===== src/common/pdu_pkg.sv =====
// Constants and types shared by the programmable datapath unit
package pdu_pkg;
  localparam int W = 8;
  localparam int BW = 16;
  localparam int AW = 5;
  localparam int ROUTE_N = 6;
  localparam int CTRL_W = 8;
  localparam int FIFO_DEPTH = 4;
  localparam int CFG_N = 8;
  localparam int CFG_AW = 3;
  localparam int CFG_W = 16;
  localparam int COND_N = 16;
  localparam int SEL_W = 4;
  // Bus addresses; ADDR_ACC0, ADDR_DAT0 and ADDR_Q0 each start a pair, ADDR_CFG starts eight words, the rest are one register each
  localparam logic [AW-1:0] ADDR_ACC0 = 5'h00;
  localparam logic [AW-1:0] ADDR_DAT0 = 5'h02;
  localparam logic [AW-1:0] ADDR_Q0 = 5'h04;
  localparam logic [AW-1:0] ADDR_CTRL = 5'h06;
  localparam logic [AW-1:0] ADDR_STATUS = 5'h07;
  localparam logic [AW-1:0] ADDR_CFG = 5'h08;
  localparam logic [AW-1:0] ADDR_STATIC = 5'h10;
  localparam logic [AW-1:0] ADDR_OSEL0 = 5'h11;
  localparam logic [AW-1:0] ADDR_OSEL1 = 5'h12;
  localparam logic [AW-1:0] ADDR_CMASK = 5'h13;
  localparam logic [AW-1:0] ADDR_POLY = 5'h14;
  localparam logic [AW-1:0] ADDR_STICKY = 5'h15;
  // Configuration word fields
  localparam int CW_FUNC = 0;
  localparam int CW_SRCA = 3;
  localparam int CW_SRCB = 5;
  localparam int CW_SHIFT = 7;
  localparam int CW_ORM = 9;
  localparam int CW_DEST = 10;
  localparam int CW_WE = 11;
  localparam int CW_CIN = 12;
  localparam int CW_SIN = 13;
  localparam int CW_Q0 = 14;
  // Static configuration fields
  localparam int ST_MSB = 0;
  localparam int ST_Q0OUT = 3;
  localparam int ST_Q0ACC = 5;
  localparam int ST_CMPP = 7;
  localparam int ST_CRC = 8;
  localparam int ST_CHAIN = 9;
  localparam int ST_DPEN = 10;
  localparam int ST_SCEN = 11;
  // Routing input fields
  localparam int RI_ADDR = 0;
  localparam int RI_SIN = 3;
  localparam int RI_CIN = 4;
  localparam int RI_STAT = 5;
  // Reset values
  localparam logic [BW-1:0] STATIC_RST = 16'h0c07;
  localparam logic [BW-1:0] CMASK_RST = 16'hffff;
  localparam logic [BW-1:0] ZERO_RST = 16'h0000;
  typedef enum logic [2:0] {
    FN_INC, FN_DEC, FN_ADD, FN_SUB, FN_AND, FN_OR, FN_XOR, FN_PASS
  } pdu_func_e;
  typedef enum logic [1:0] {SH_NONE, SH_LEFT, SH_RIGHT, SH_SWAP} pdu_shift_e;
endpackage : pdu_pkg


===== src/pdu_fifo.sv =====
// Parameterised FIFO with valid and ready on both sides
module pdu_fifo #(
  parameter int WIDTH = 8,
  parameter int DEPTH = 4
) (
  input wire logic clock,
  input wire logic resetn,
  input wire logic in_valid,
  output logic in_ready,
  input wire logic [WIDTH-1:0] in_data,
  output logic out_valid,
  input wire logic out_ready,
  output logic [WIDTH-1:0] out_data
);
  localparam int PW = $clog2(DEPTH);
  logic [WIDTH-1:0] mem_q [DEPTH];
  logic [PW-1:0] wr_q;
  logic [PW-1:0] rd_q;
  logic [PW:0] cnt_q;
  logic push;
  logic pop;

  // Refused transfers never move pointers; depth must be a power of two
  assign in_ready = cnt_q != (PW+1)'(DEPTH);
  assign out_valid = cnt_q != '0;
  assign push = in_valid && in_ready;
  assign pop = out_valid && out_ready;
  assign out_data = mem_q[rd_q];

  // Storage, no reset needed
  always_ff @(posedge clock)
  begin
    if (push)
    begin
      mem_q[wr_q] <= in_data;
    end
  end

  // Pointers and fill level
  always_ff @(posedge clock or negedge resetn)
  begin
    if (!resetn)
    begin
      wr_q <= '0;
      rd_q <= '0;
      cnt_q <= '0;
    end
    else
    begin
      if (push) wr_q <= wr_q + 1'b1;
      if (pop) rd_q <= rd_q + 1'b1;
      cnt_q <= cnt_q + (PW+1)'(push) - (PW+1)'(pop);
    end
  end
endmodule : pdu_fifo


===== src/pdu_cfg_ram.sv =====
// Eight-word configuration store with a combinational read port
module pdu_cfg_ram (
  input wire logic clock,
  input wire logic resetn,
  input wire logic we,
  input wire logic [pdu_pkg::CFG_AW-1:0] waddr,
  input wire logic [pdu_pkg::CFG_W-1:0] wdata,
  input wire logic [pdu_pkg::CFG_AW-1:0] raddr,
  output logic [pdu_pkg::CFG_W-1:0] rdata
);
  import pdu_pkg::*;
  logic [CFG_W-1:0] mem_q [CFG_N];

  // Read is not registered so the addressed word acts in its own cycle
  assign rdata = mem_q[raddr];

  // Words held in flops, cleared at reset
  always_ff @(posedge clock or negedge resetn)
  begin
    if (!resetn)
    begin
      for (int i = 0; i < CFG_N; i++) mem_q[i] <= ZERO_RST;
    end
    else if (we)
    begin
      mem_q[waddr] <= wdata;
    end
  end
endmodule : pdu_cfg_ram


===== src/pdu_top.sv =====
// Programmable datapath slice with its status and control register
//
// How it works
// - Eight-bit ALU finishes each operation in one clock.
// - Six working registers: two accumulators, two data registers, two FIFOs.
// - Accumulators serve as ALU operands, ALU destinations and compare operands.
// - Data registers are ALU and compare operands, never ALU destinations.
// - Each FIFO holds four bytes, loads registers or captures accumulator/ALU.
// - Eight sixteen-bit configuration words; addressed word sets each cycle's function.
// - ALU offers increment, decrement, add, subtract, AND, OR, XOR, pass.
// - Optional shift left, shift right, nibble swap or OR mask on result.
// - Two masked comparators with configurable operand pairings.
// - Zero, all-ones and overflow conditions; selectable onto routing outputs.
// - Optional carry, shift and condition chaining with neighbouring slices.
// - Programmable most significant bit for arithmetic and shifts.
// - One CRC or PRS step per cycle, programmable polynomial and width.
// - Each FIFO is independently an input or output buffer.
// - FIFO status is selectable onto routing outputs.
// - Carry-out and shift-out are registered and reusable later.
// - Six routing inputs, six routing outputs selected from conditions.
// - Bus-written control register drives routing bits.
// - Read-only status register shows internal routing signals.
// - Status bit may latch a pulse and clears on bus read.
// - Datapath and status latch each have their own enable.
module pdu_top (
  input wire logic clock,
  input wire logic resetn,
  input wire logic [pdu_pkg::AW-1:0] bus_addr,
  input wire logic bus_wr,
  input wire logic bus_rd,
  input wire logic [pdu_pkg::BW-1:0] bus_wdata,
  output logic [pdu_pkg::BW-1:0] bus_rdata,
  input wire logic [pdu_pkg::ROUTE_N-1:0] route_in,
  output logic [pdu_pkg::ROUTE_N-1:0] route_out,
  output logic [pdu_pkg::CTRL_W-1:0] ctrl_out,
  input wire logic chain_cin,
  input wire logic chain_sin,
  input wire logic chain_cond_in,
  output logic chain_cout,
  output logic chain_sout,
  output logic chain_cond_out
);
  import pdu_pkg::*;

  ////////////////////////////////////////////////////////////////////////////
  // State and configuration
  logic [W-1:0] acc_q [2];
  logic [W-1:0] dat_q [2];
  logic [BW-1:0] static_q;
  logic [BW-1:0] osel0_q;
  logic [BW-1:0] osel1_q;
  logic [BW-1:0] cmask_q;
  logic [BW-1:0] poly_q;
  logic [W-1:0] sticky_en_q;
  logic [W-1:0] sticky_q;
  logic [CTRL_W-1:0] ctrl_q;
  logic carry_q;
  logic sout_q;
  logic [CFG_W-1:0] cw;
  logic [W-1:0] src [4];
  logic [W-1:0] opa;
  logic [W-1:0] opb;
  logic [2:0] msb;
  logic [W:0] mask_ext;
  logic [W-1:0] wmask;
  pdu_func_e func;
  pdu_shift_e shift;
  logic crc_on;
  logic chain_on;
  logic dp_en;
  logic sc_en;
  logic cin_route;
  logic sin_route;
  logic cin_use;
  logic si;
  logic [W:0] sum;
  logic [W-1:0] bx;
  logic [W-1:0] alu_r;
  logic [W-1:0] res;
  logic cout;
  logic sout;
  logic ov;
  logic fb;
  logic dp_go;
  logic [1:0] blocked;
  logic [1:0] q_dir;
  logic [1:0] q_tgt;
  logic [1:0] q_op;
  logic [1:0] q_in_ready;
  logic [1:0] q_out_valid;
  logic [W-1:0] q_rdata [2];
  logic [1:0] load_acc;
  logic [1:0] load_dat;
  logic [W-1:0] cmp_b [2];
  logic [1:0] ceq;
  logic [1:0] clt;
  logic [COND_N-1:0] cond;
  logic [W-1:0] stat_raw;
  logic rd_status;

  ////////////////////////////////////////////////////////////////////////////
  // Configuration word and static fields
  pdu_cfg_ram u_cfg (
    .clock(clock),
    .resetn(resetn),
    .we(bus_wr && bus_addr[AW-1:CFG_AW] == ADDR_CFG[AW-1:CFG_AW]),
    .waddr(bus_addr[CFG_AW-1:0]),
    .wdata(bus_wdata),
    .raddr(route_in[RI_ADDR +: CFG_AW]),
    .rdata(cw)
  );

  assign func = pdu_func_e'(cw[CW_FUNC +: 3]);
  assign shift = pdu_shift_e'(cw[CW_SHIFT +: 2]);
  assign msb = static_q[ST_MSB +: 3];
  assign crc_on = static_q[ST_CRC];
  assign chain_on = static_q[ST_CHAIN];
  assign dp_en = static_q[ST_DPEN];
  assign sc_en = static_q[ST_SCEN];

  // Operand selection from accumulators and data registers
  assign src[0] = acc_q[0];
  assign src[1] = acc_q[1];
  assign src[2] = dat_q[0];
  assign src[3] = dat_q[1];
  assign opa = src[cw[CW_SRCA +: 2]];
  assign opb = src[cw[CW_SRCB +: 2]];

  // Width mask from the programmable top bit
  assign mask_ext = (9'h002 << msb) - 9'h001;
  assign wmask = mask_ext[W-1:0];

  // Carry and serial input: own registered copy, neighbour, or routing
  assign cin_route = chain_on ? chain_cin : route_in[RI_CIN];
  assign sin_route = chain_on ? chain_sin : route_in[RI_SIN];
  assign cin_use = cw[CW_CIN] ? carry_q : cin_route;
  assign si = cw[CW_SIN] ? sout_q : sin_route;

  ////////////////////////////////////////////////////////////////////////////
  // ALU, single cycle
  always_comb
  begin
    bx = wmask;
    sum = '0;
    unique case (func)
      FN_INC: sum = {1'b0, opa & wmask} + 9'h001;
      FN_DEC: sum = {1'b0, opa & wmask} + {1'b0, wmask};
      FN_ADD:
      begin
        bx = opb & wmask;
        sum = {1'b0, opa & wmask} + {1'b0, bx} + {8'h00, cin_use};
      end
      FN_SUB:
      begin
        bx = ~opb & wmask;
        sum = {1'b0, opa & wmask} + {1'b0, bx} + {8'h00, cw[CW_CIN] ? carry_q : 1'b1};
      end
      FN_AND: sum = {1'b0, opa & opb};
      FN_OR: sum = {1'b0, opa | opb};
      FN_XOR: sum = {1'b0, opa ^ opb};
      FN_PASS: sum = {1'b0, opa};
    endcase
  end

  // Carry and overflow at the programmable top bit; CRC step replaces it
  always_comb
  begin
    fb = opa[msb] ^ si;
    cout = sum[{1'b0, msb} + 4'h1];
    ov = (func <= FN_SUB) && (opa[msb] == bx[msb]) && (sum[msb] != opa[msb]);
    alu_r = sum[W-1:0] & wmask;
    if (crc_on)
    begin
      alu_r = ({opa[W-2:0], 1'b0} ^ (fb ? poly_q[W-1:0] : 8'h00)) & wmask;
      cout = fb;
      ov = 1'b0;
    end
  end

  // Post-ALU shift, swap and OR mask
  always_comb
  begin
    res = alu_r;
    sout = crc_on ? fb : 1'b0;
    unique case (shift)
      SH_NONE: res = alu_r;
      SH_LEFT:
      begin
        sout = alu_r[msb];
        res = {alu_r[W-2:0], si} & wmask;
      end
      SH_RIGHT:
      begin
        sout = alu_r[0];
        res = alu_r >> 1;
        res[msb] = si;
      end
      SH_SWAP: res = {alu_r[3:0], alu_r[7:4]} & wmask; // Keeps bits above the top bit clear
    endcase
    if (cw[CW_ORM]) res = res | poly_q[BW-1:W];
  end

  ////////////////////////////////////////////////////////////////////////////
  // FIFOs, working registers; a stalled FIFO op stalls the whole cycle
  assign dp_go = dp_en && (blocked == 2'b00);

  for (genvar k = 0; k < 2; k++)
  begin : g_slice
    logic bus_q_wr;
    logic bus_q_rd;
    assign q_dir[k] = static_q[ST_Q0OUT + k];
    assign q_tgt[k] = static_q[ST_Q0ACC + k];
    assign q_op[k] = cw[CW_Q0 + k];
    assign bus_q_wr = bus_wr && bus_addr == ADDR_Q0 + AW'(k);
    assign bus_q_rd = bus_rd && bus_addr == ADDR_Q0 + AW'(k);
    assign blocked[k] = q_op[k] && (q_dir[k] ? !q_in_ready[k] : !q_out_valid[k]);
    assign load_acc[k] = dp_go && q_op[k] && !q_dir[k] && q_tgt[k];
    assign load_dat[k] = dp_go && q_op[k] && !q_dir[k] && !q_tgt[k];

    pdu_fifo #(.WIDTH(W), .DEPTH(FIFO_DEPTH)) u_fifo (
      .clock(clock),
      .resetn(resetn),
      .in_valid(q_dir[k] ? dp_go && q_op[k] : bus_q_wr),
      .in_ready(q_in_ready[k]),
      .in_data(!q_dir[k] ? bus_wdata[W-1:0] : (q_tgt[k] ? acc_q[k] : res)),
      .out_valid(q_out_valid[k]),
      .out_ready(q_dir[k] ? bus_q_rd : dp_go && q_op[k]),
      .out_data(q_rdata[k])
    );

    // Accumulator: FIFO load, then ALU result, then bus write
    always_ff @(posedge clock or negedge resetn)
    begin
      if (!resetn)
        acc_q[k] <= 8'h00;
      else if (load_acc[k])
        acc_q[k] <= q_rdata[k];
      else if (dp_go && cw[CW_WE] && cw[CW_DEST] == 1'(k))
        acc_q[k] <= res;
      else if (bus_wr && bus_addr == ADDR_ACC0 + AW'(k))
        acc_q[k] <= bus_wdata[W-1:0];
    end

    // Data register: never an ALU destination
    always_ff @(posedge clock or negedge resetn)
    begin
      if (!resetn)
        dat_q[k] <= 8'h00;
      else if (load_dat[k])
        dat_q[k] <= q_rdata[k];
      else if (bus_wr && bus_addr == ADDR_DAT0 + AW'(k))
        dat_q[k] <= bus_wdata[W-1:0];
    end

    // Masked compare, pairing chosen statically
    assign cmp_b[k] = static_q[ST_CMPP] ? acc_q[1-k] : dat_q[k];
    assign ceq[k] = (acc_q[k] & cmask_q[W*k +: W]) == (cmp_b[k] & cmask_q[W*k +: W]);
    assign clt[k] = (acc_q[k] & cmask_q[W*k +: W]) < (cmp_b[k] & cmask_q[W*k +: W]);
  end

  // Registered carry and shift out for later cycles
  always_ff @(posedge clock or negedge resetn)
  begin
    if (!resetn)
    begin
      carry_q <= 1'b0;
      sout_q <= 1'b0;
    end
    else if (dp_go)
    begin
      carry_q <= cout;
      sout_q <= sout;
    end
  end

  ////////////////////////////////////////////////////////////////////////////
  // Conditions and routing outputs
  assign cond = {chain_cond_in, !q_in_ready[1], !q_out_valid[1], !q_in_ready[0],
    !q_out_valid[0], sout, carry_q, ov, acc_q[1] == 8'hff, acc_q[0] == 8'hff,
    acc_q[1] == 8'h00, acc_q[0] == 8'h00, clt[1], ceq[1], clt[0], ceq[0]};
  assign chain_cout = cout;
  assign chain_sout = sout;
  assign chain_cond_out = ceq[0];

  for (genvar j = 0; j < ROUTE_N; j++)
  begin : g_route
    logic [SEL_W-1:0] sel;
    assign sel = (j < 3) ? osel0_q[SEL_W*(j%3) +: SEL_W] : osel1_q[SEL_W*(j%3) +: SEL_W];
    // Registered so the routing sees a clean level
    always_ff @(posedge clock or negedge resetn)
    begin
      if (!resetn)
        route_out[j] <= 1'b0;
      else if (dp_en)
        route_out[j] <= cond[sel];
    end
  end

  ////////////////////////////////////////////////////////////////////////////
  // Status and control
  assign stat_raw = {!q_in_ready[1], !q_out_valid[1], !q_in_ready[0], !q_out_valid[0],
    ov, route_in[RI_STAT], ceq[1], ceq[0]};
  assign rd_status = bus_rd && bus_addr == ADDR_STATUS;
  assign ctrl_out = ctrl_q;

  // Latched pulses; a new set in the read cycle survives the clear
  always_ff @(posedge clock or negedge resetn)
  begin
    if (!resetn)
      sticky_q <= 8'h00;
    else
      sticky_q <= (rd_status ? 8'h00 : sticky_q) | (sc_en ? stat_raw & sticky_en_q : 8'h00);
  end

  // Bus-written configuration
  always_ff @(posedge clock or negedge resetn)
  begin
    if (!resetn)
    begin
      static_q <= STATIC_RST;
      osel0_q <= ZERO_RST;
      osel1_q <= ZERO_RST;
      cmask_q <= CMASK_RST;
      poly_q <= ZERO_RST;
      sticky_en_q <= 8'h00;
      ctrl_q <= 8'h00;
    end
    else if (bus_wr)
    begin
      unique case (bus_addr)
        ADDR_STATIC: static_q <= bus_wdata;
        ADDR_OSEL0: osel0_q <= bus_wdata;
        ADDR_OSEL1: osel1_q <= bus_wdata;
        ADDR_CMASK: cmask_q <= bus_wdata;
        ADDR_POLY: poly_q <= bus_wdata;
        ADDR_STICKY: sticky_en_q <= bus_wdata[W-1:0];
        ADDR_CTRL: ctrl_q <= bus_wdata[CTRL_W-1:0];
        default: ;
      endcase
    end
  end

  // Read data, one cycle after the strobe; unmapped reads give zero
  always_ff @(posedge clock or negedge resetn)
  begin
    if (!resetn)
      bus_rdata <= ZERO_RST;
    else if (bus_rd)
    begin
      unique case (bus_addr)
        ADDR_ACC0, ADDR_ACC0 + 5'h01: bus_rdata <= {8'h00, acc_q[bus_addr[0]]};
        ADDR_DAT0, ADDR_DAT0 + 5'h01: bus_rdata <= {8'h00, dat_q[bus_addr[0]]};
        ADDR_Q0, ADDR_Q0 + 5'h01:
          bus_rdata <= {8'h00, q_out_valid[bus_addr[0]] ? q_rdata[bus_addr[0]] : 8'h00};
        ADDR_CTRL: bus_rdata <= {8'h00, ctrl_q};
        ADDR_STATUS:
          bus_rdata <= {8'h00, (sticky_q & sticky_en_q) | (stat_raw & ~sticky_en_q)};
        ADDR_STATIC: bus_rdata <= static_q;
        ADDR_OSEL0: bus_rdata <= osel0_q;
        ADDR_OSEL1: bus_rdata <= osel1_q;
        ADDR_CMASK: bus_rdata <= cmask_q;
        ADDR_POLY: bus_rdata <= poly_q;
        ADDR_STICKY: bus_rdata <= {8'h00, sticky_en_q};
        default: bus_rdata <= ZERO_RST;
      endcase
    end
  end
endmodule : pdu_top


===== config.mk =====
export PLATFORM = sky130hd
export DESIGN_NAME = pdu_top
export DESIGN_NICKNAME = d
export VERILOG_FILES = /design/src/common/pdu_pkg.sv /design/src/pdu_fifo.sv /design/src/pdu_cfg_ram.sv /design/src/pdu_top.sv
export SDC_FILE = /design/constraint.sdc
export NUM_CORES = 1
export LEC_CHECK = 0
export ABC_AREA = 1
export BUFFER_PORTS_ARGS = -buffer_cell sky130_fd_sc_hd__buf_2
export CORE_MARGIN = 2
export CORE_UTILIZATION = 45
export DETAILED_ROUTE_END_ITERATION = 8
export HOLD_SLACK_MARGIN = 0.12
export PLACE_DENSITY = 0.71
export SYNTH_ARGS = -nofsm -noshare
export SYNTH_HDL_FRONTEND = slang
export SYNTH_SLANG_ARGS = --single-unit

===== constraint.sdc =====
create_clock -name clock -period 6.5 [get_ports clock]
set_clock_uncertainty 0.2 [all_clocks]
set_input_delay 0.65 -clock clock [delete_from_list [all_inputs] [get_ports clock]]
set_output_delay 0.65 -clock clock [all_outputs]
set_load 0.05 [all_outputs]

==> results.py <==
metrics = {
    "detailed_routing": {
        "drt-pass1-iter-count": 6,
        "antenna_left": 0,
        "via_per_inst": 6.01,
        "drtIter0Drc": 2984,
        "num_vias": 22482,
        "drc": 0,
        "wirelength_um": 88700,
        "wl_per_cell_um": 23.7,
    },
    "clocking": {
        "cts_root_buf": "clkbuf_16",
        "clkTransAtPathRegs_ps": 60,
        "cts_buffer_depth": 3,
        "cts_tree": "done",
        "clock_latency_ps": 580,
        "numCtsBuffers": 41,
        "htreeDepth": 2,
        "numClockSinks": 366,
    },
    "synthesis": {
        "synth_cells": 3034,
        "ys_seq_area_share_pct": 42.3,
        "ys_dominant_reg_cell": "dfrtp_1",
        "synth-edff-count": 64,
        "synth_area_um2": 22500,
        "ys_types": 63,
        "ys_ff_latch": 366,
        "yosys_warnings": 0,
        "syn_avg_cell_area_um2": 7.41,
        "async_reset_ff_share_pct": 82.5,
        "syn-num-nets": 3136,
    },
    "timing": {
        "setup_viol": 0,
        "rsz0062_at_grt": "false",
        "slew_violations": 0,
        "fin_tns_setup_ps": 0,
        "fmax_ghz": 0.165,
        "tightest_slew_ps": 1200,
        "period_needed_ps": 6050,
        "max_slew_margin_pct": 19.1,
        "min_period_over_period_pct": 93.1,
        "setup_ws_ps": 449,
        "hold_violations": 0,
    },
    "die": {
        "row_count": 81,
        "ios": 67,
        "initial_utilization_pct": 45.8,
        "core_um2": 49200,
        "die_h_um": 228,
        "fp.dieW_um": 228,
        "die-area_um2": 51800,
    },
    "power": {
        "peakVddDrop_uv": 275,
        "sw_frac_of_total_pct": 44.4,
        "leakage_nw": 11.6,
        "clkPwrFrac_pct": 26.1,
        "seqPwrFrac_pct": 35.0,
        "powerDensity_nw_per_um2": 401,
        "report.power.total_mw": 9.98,
        "internal-power_mw": 5.55,
        "comb_power_share_pct": 38.9,
        "power_switching_mw": 4.43,
    },
    "global_routing": {
        "grt_pass1_wl_um": 132000,
        "grt_pass1_vias": 20603,
        "grt_remaining_overflow": 0,
        "antenna_found_initial": 1,
        "track_usage_pct": 34.6,
        "grt_max_degree": 144,
    },
    "place": {
        "post-place-ws_ps": 521,
        "numPortBuffers": 66,
        "place_area_um2": 23300,
        "place_congestion": 1.02,
        "place_hpwl_um": 65300,
    },
    "critical_path": {
        "reg2reg_depth": 27,
        "crit_path_top_delay_cell": "fa_1",
        "end_kind": "output port",
        "path_max_fanout": 27,
        "worstPathArrival_ps": 5200,
        "worstPathRequired_ps": 5650,
        "max_stage_delay_ps": 550,
        "worstSetupPathType": "in2out",
        "startpoint_type": "input pin",
        "cpMostUsedCell": "nand2_1",
    },
    "layout": {
        "drive_gt1_share_pct": 8.87,
        "insertedDiodeCount": 0,
        "areaGrowthSynthToFinish_pct": 10.5,
        "nFillCells": 4883,
        "num-nets-final": 3146,
        "finalInstanceArea_um2": 24900,
    },
    "flow_run": {
        "cap_violations": 0,
    },
    "worst_hold_path": {
        "hp-class": "in2reg",
        "hold_depth": 2,
    },
    "status": {
        "status": "finished, final reports clean",
    },
}
==> final cells by class <==
| cell class | instances | area (um^2) | share of cell area [%] |
|---|---|---|---|
| Inverter | 327 | 1230 | 4.95 |
| Sequential cell | 366 | 9510 | 38.2 |
| Multi-Input combinational cell | 2198 | 11100 | 44.7 |
| Clock inverter | 20 | 359 | 1.44 |
| Tap cell | 664 | 831 | 3.34 |
| Clock buffer | 56 | 1130 | 4.56 |
| Timing Repair Buffer | 110 | 701 | 2.82 |
==> per-stage QoR <==
stage | instances | hold slack (ps) | utilization [%]
2_1_floorplan | 3034 | 154 | -
3_3_place_gp | 3662 | 260 | 47.5
3_5_place_dp | 3662 | 265 | 47.5
4_1_cts | 3739 | 160 | 50.5
5_1_grt | 3741 | 167 | 50.6
6_report | 3741 | 181 | 50.6
==> layout by cell type (no fill, tap or decap), types with 4 or more instances in the layout <==
cell	count
nand2_1	801
o21ai_0	456
inv_1	310
dfrtp_1	281
nor2_1	205
nand3_1	186
a21oi_1	159
edfxtp_1	64
buf_2	64
ha_1	62
clkbuf_16	42
buf_4	42
o22ai_1	39
o21ai_1	36
nand4_1	24
a31oi_1	23
o211ai_1	21
dfstp_2	21
nand2_2	19
nand3_2	15
o221ai_1	15
a221oi_1	15
nor3_1	11
a32o_1	11
clkbuf_1	11
clkinv_1	10
inv_2	9
xor2_1	9
bufinv_16	9
a211oi_1	8
a21oi_2	7
nor2_2	6
fa_1	6
nand2_4	5
o2111ai_1	5
clkinvlp_4	4
nor4_1	4
==> logic make-up (layout without fill, tap and decap cells) <==
| family | count (synthesis) | in the layout | synth area share [%] |
|---|---|---|---|
| XOR/XNOR | 9 | 9 | 0.350 |
| AO/OA/AOI/OAI | 832 | 832 | 20.8 |
| AND/OR/NAND/NOR | 1287 | 1287 | 24.0 |
| adder cells (fa/ha/maj) | 68 | 68 | 3.98 |
| multiplexers | 2 | 2 | 0.100 |
| flip-flops | 366 | 366 | 42.3 |
| buffers and inverters | 470 | 513 | 8.44 |
==> cell usage after synthesis, drive strengths merged, types with 2 or more instances <==
master,number,area [um^2]
a211oi,8,60.1
or2,4,25.0
a31oi,23,144
nor4,6,37.5
ha,62,776
nor3,11,55.1
o211ai,23,183
o22ai,39,244
o21bai,3,22.5
nor2,213,838
edfxtp,64,1920
a41oi,2,17.5
a21boi,3,22.5
clkbuf,111,417
a221oi,15,131
a21oi,167,873
dfstp,21,552
o31ai,3,22.5
a22oi,2,15.0
a22o,2,17.5
nand3,201,1080
o21ai,495,2500
inv,320,1200
buf,32,254
a32oi,2,17.5
clkinv,7,26.3
o221ai,18,176
a2111oi,3,26.3
xor2,9,78.8
fa,6,120
dfrtp,281,7030
o21a,2,15.0
a32o,11,110
nand4,25,171
o32ai,2,17.5
o2111ai,5,43.8
nand2,825,3180
a21o,2,15.0
mux2,2,22.5
==> power groups by stage <==
stage	Clock, mW	Combinational (mW)	Sequential [mW]
finish	2.60	3.88	3.50
CTS	2.63	3.77	3.46
detailed placement	0	3.75	3.50
floorplan	0	2.42	3.31
global route	2.72	4.23	3.54
global placement	0	3.69	3.49
==> critical path, delay by kind of cell <==
kind / cells / cell delay [ps]
compound gates: 3 / 460
fa+ha+maj: 3 / 920
buf+inv: 7 / 1040
simple gates: 19 / 2110
==> what timing repair did <==
action                                  4_1_cts  5_1_grt
endpoints found under the hold margin        95        0
setup buffers                                 0        2
resized for setup                             0        1
hold buffers                                  1        0
endpoints found under the setup margin        0        1
==> layer usage <==
layer | vias up | global-route usage (%) | routed length [um]
met5 | - | 0 | 0
met4 | 0 | 15.8 | 4450
met3 | 231 | 4.81 | 8210
met2 | 1267 | 52.4 | 38500
met1 | 10776 | 49.2 | 37600
li1 | 10208 | - | -
==> flip-flops by register name, indices dropped and copies added (netlist names), 8 cells and up <==
signal,cells
acc_q,16
bus_rdata,16
cmask_q,16
ctrl_out,8
dat_q,16
g_slice.u_fifo.mem_q,64
osel0_q,16
osel1_q,16
poly_q,16
static_q,16
sticky_en_q,8
sticky_q,8
u_cfg.mem_q,128
==> path summary, 6_finish.rpt <==
kind / from / endpoint / slack [ps]
setup / recovery: route_in[0] / chain_sout / 450
hold / removal: route_in[5] / sticky_q[2] / 180
setup reg to reg: static_q[0] / g_slice[1].u_fifo.mem_q[2][6] / 1170
hold reg to reg: bus_rdata[14] / bus_rdata[14] / 280
max in group asynchronous: resetn / poly_q[5] / 4280
min in group asynchronous: resetn / u_cfg.mem_q[89] / 480
No activity file was read; power rests on OpenSTA's default activity.
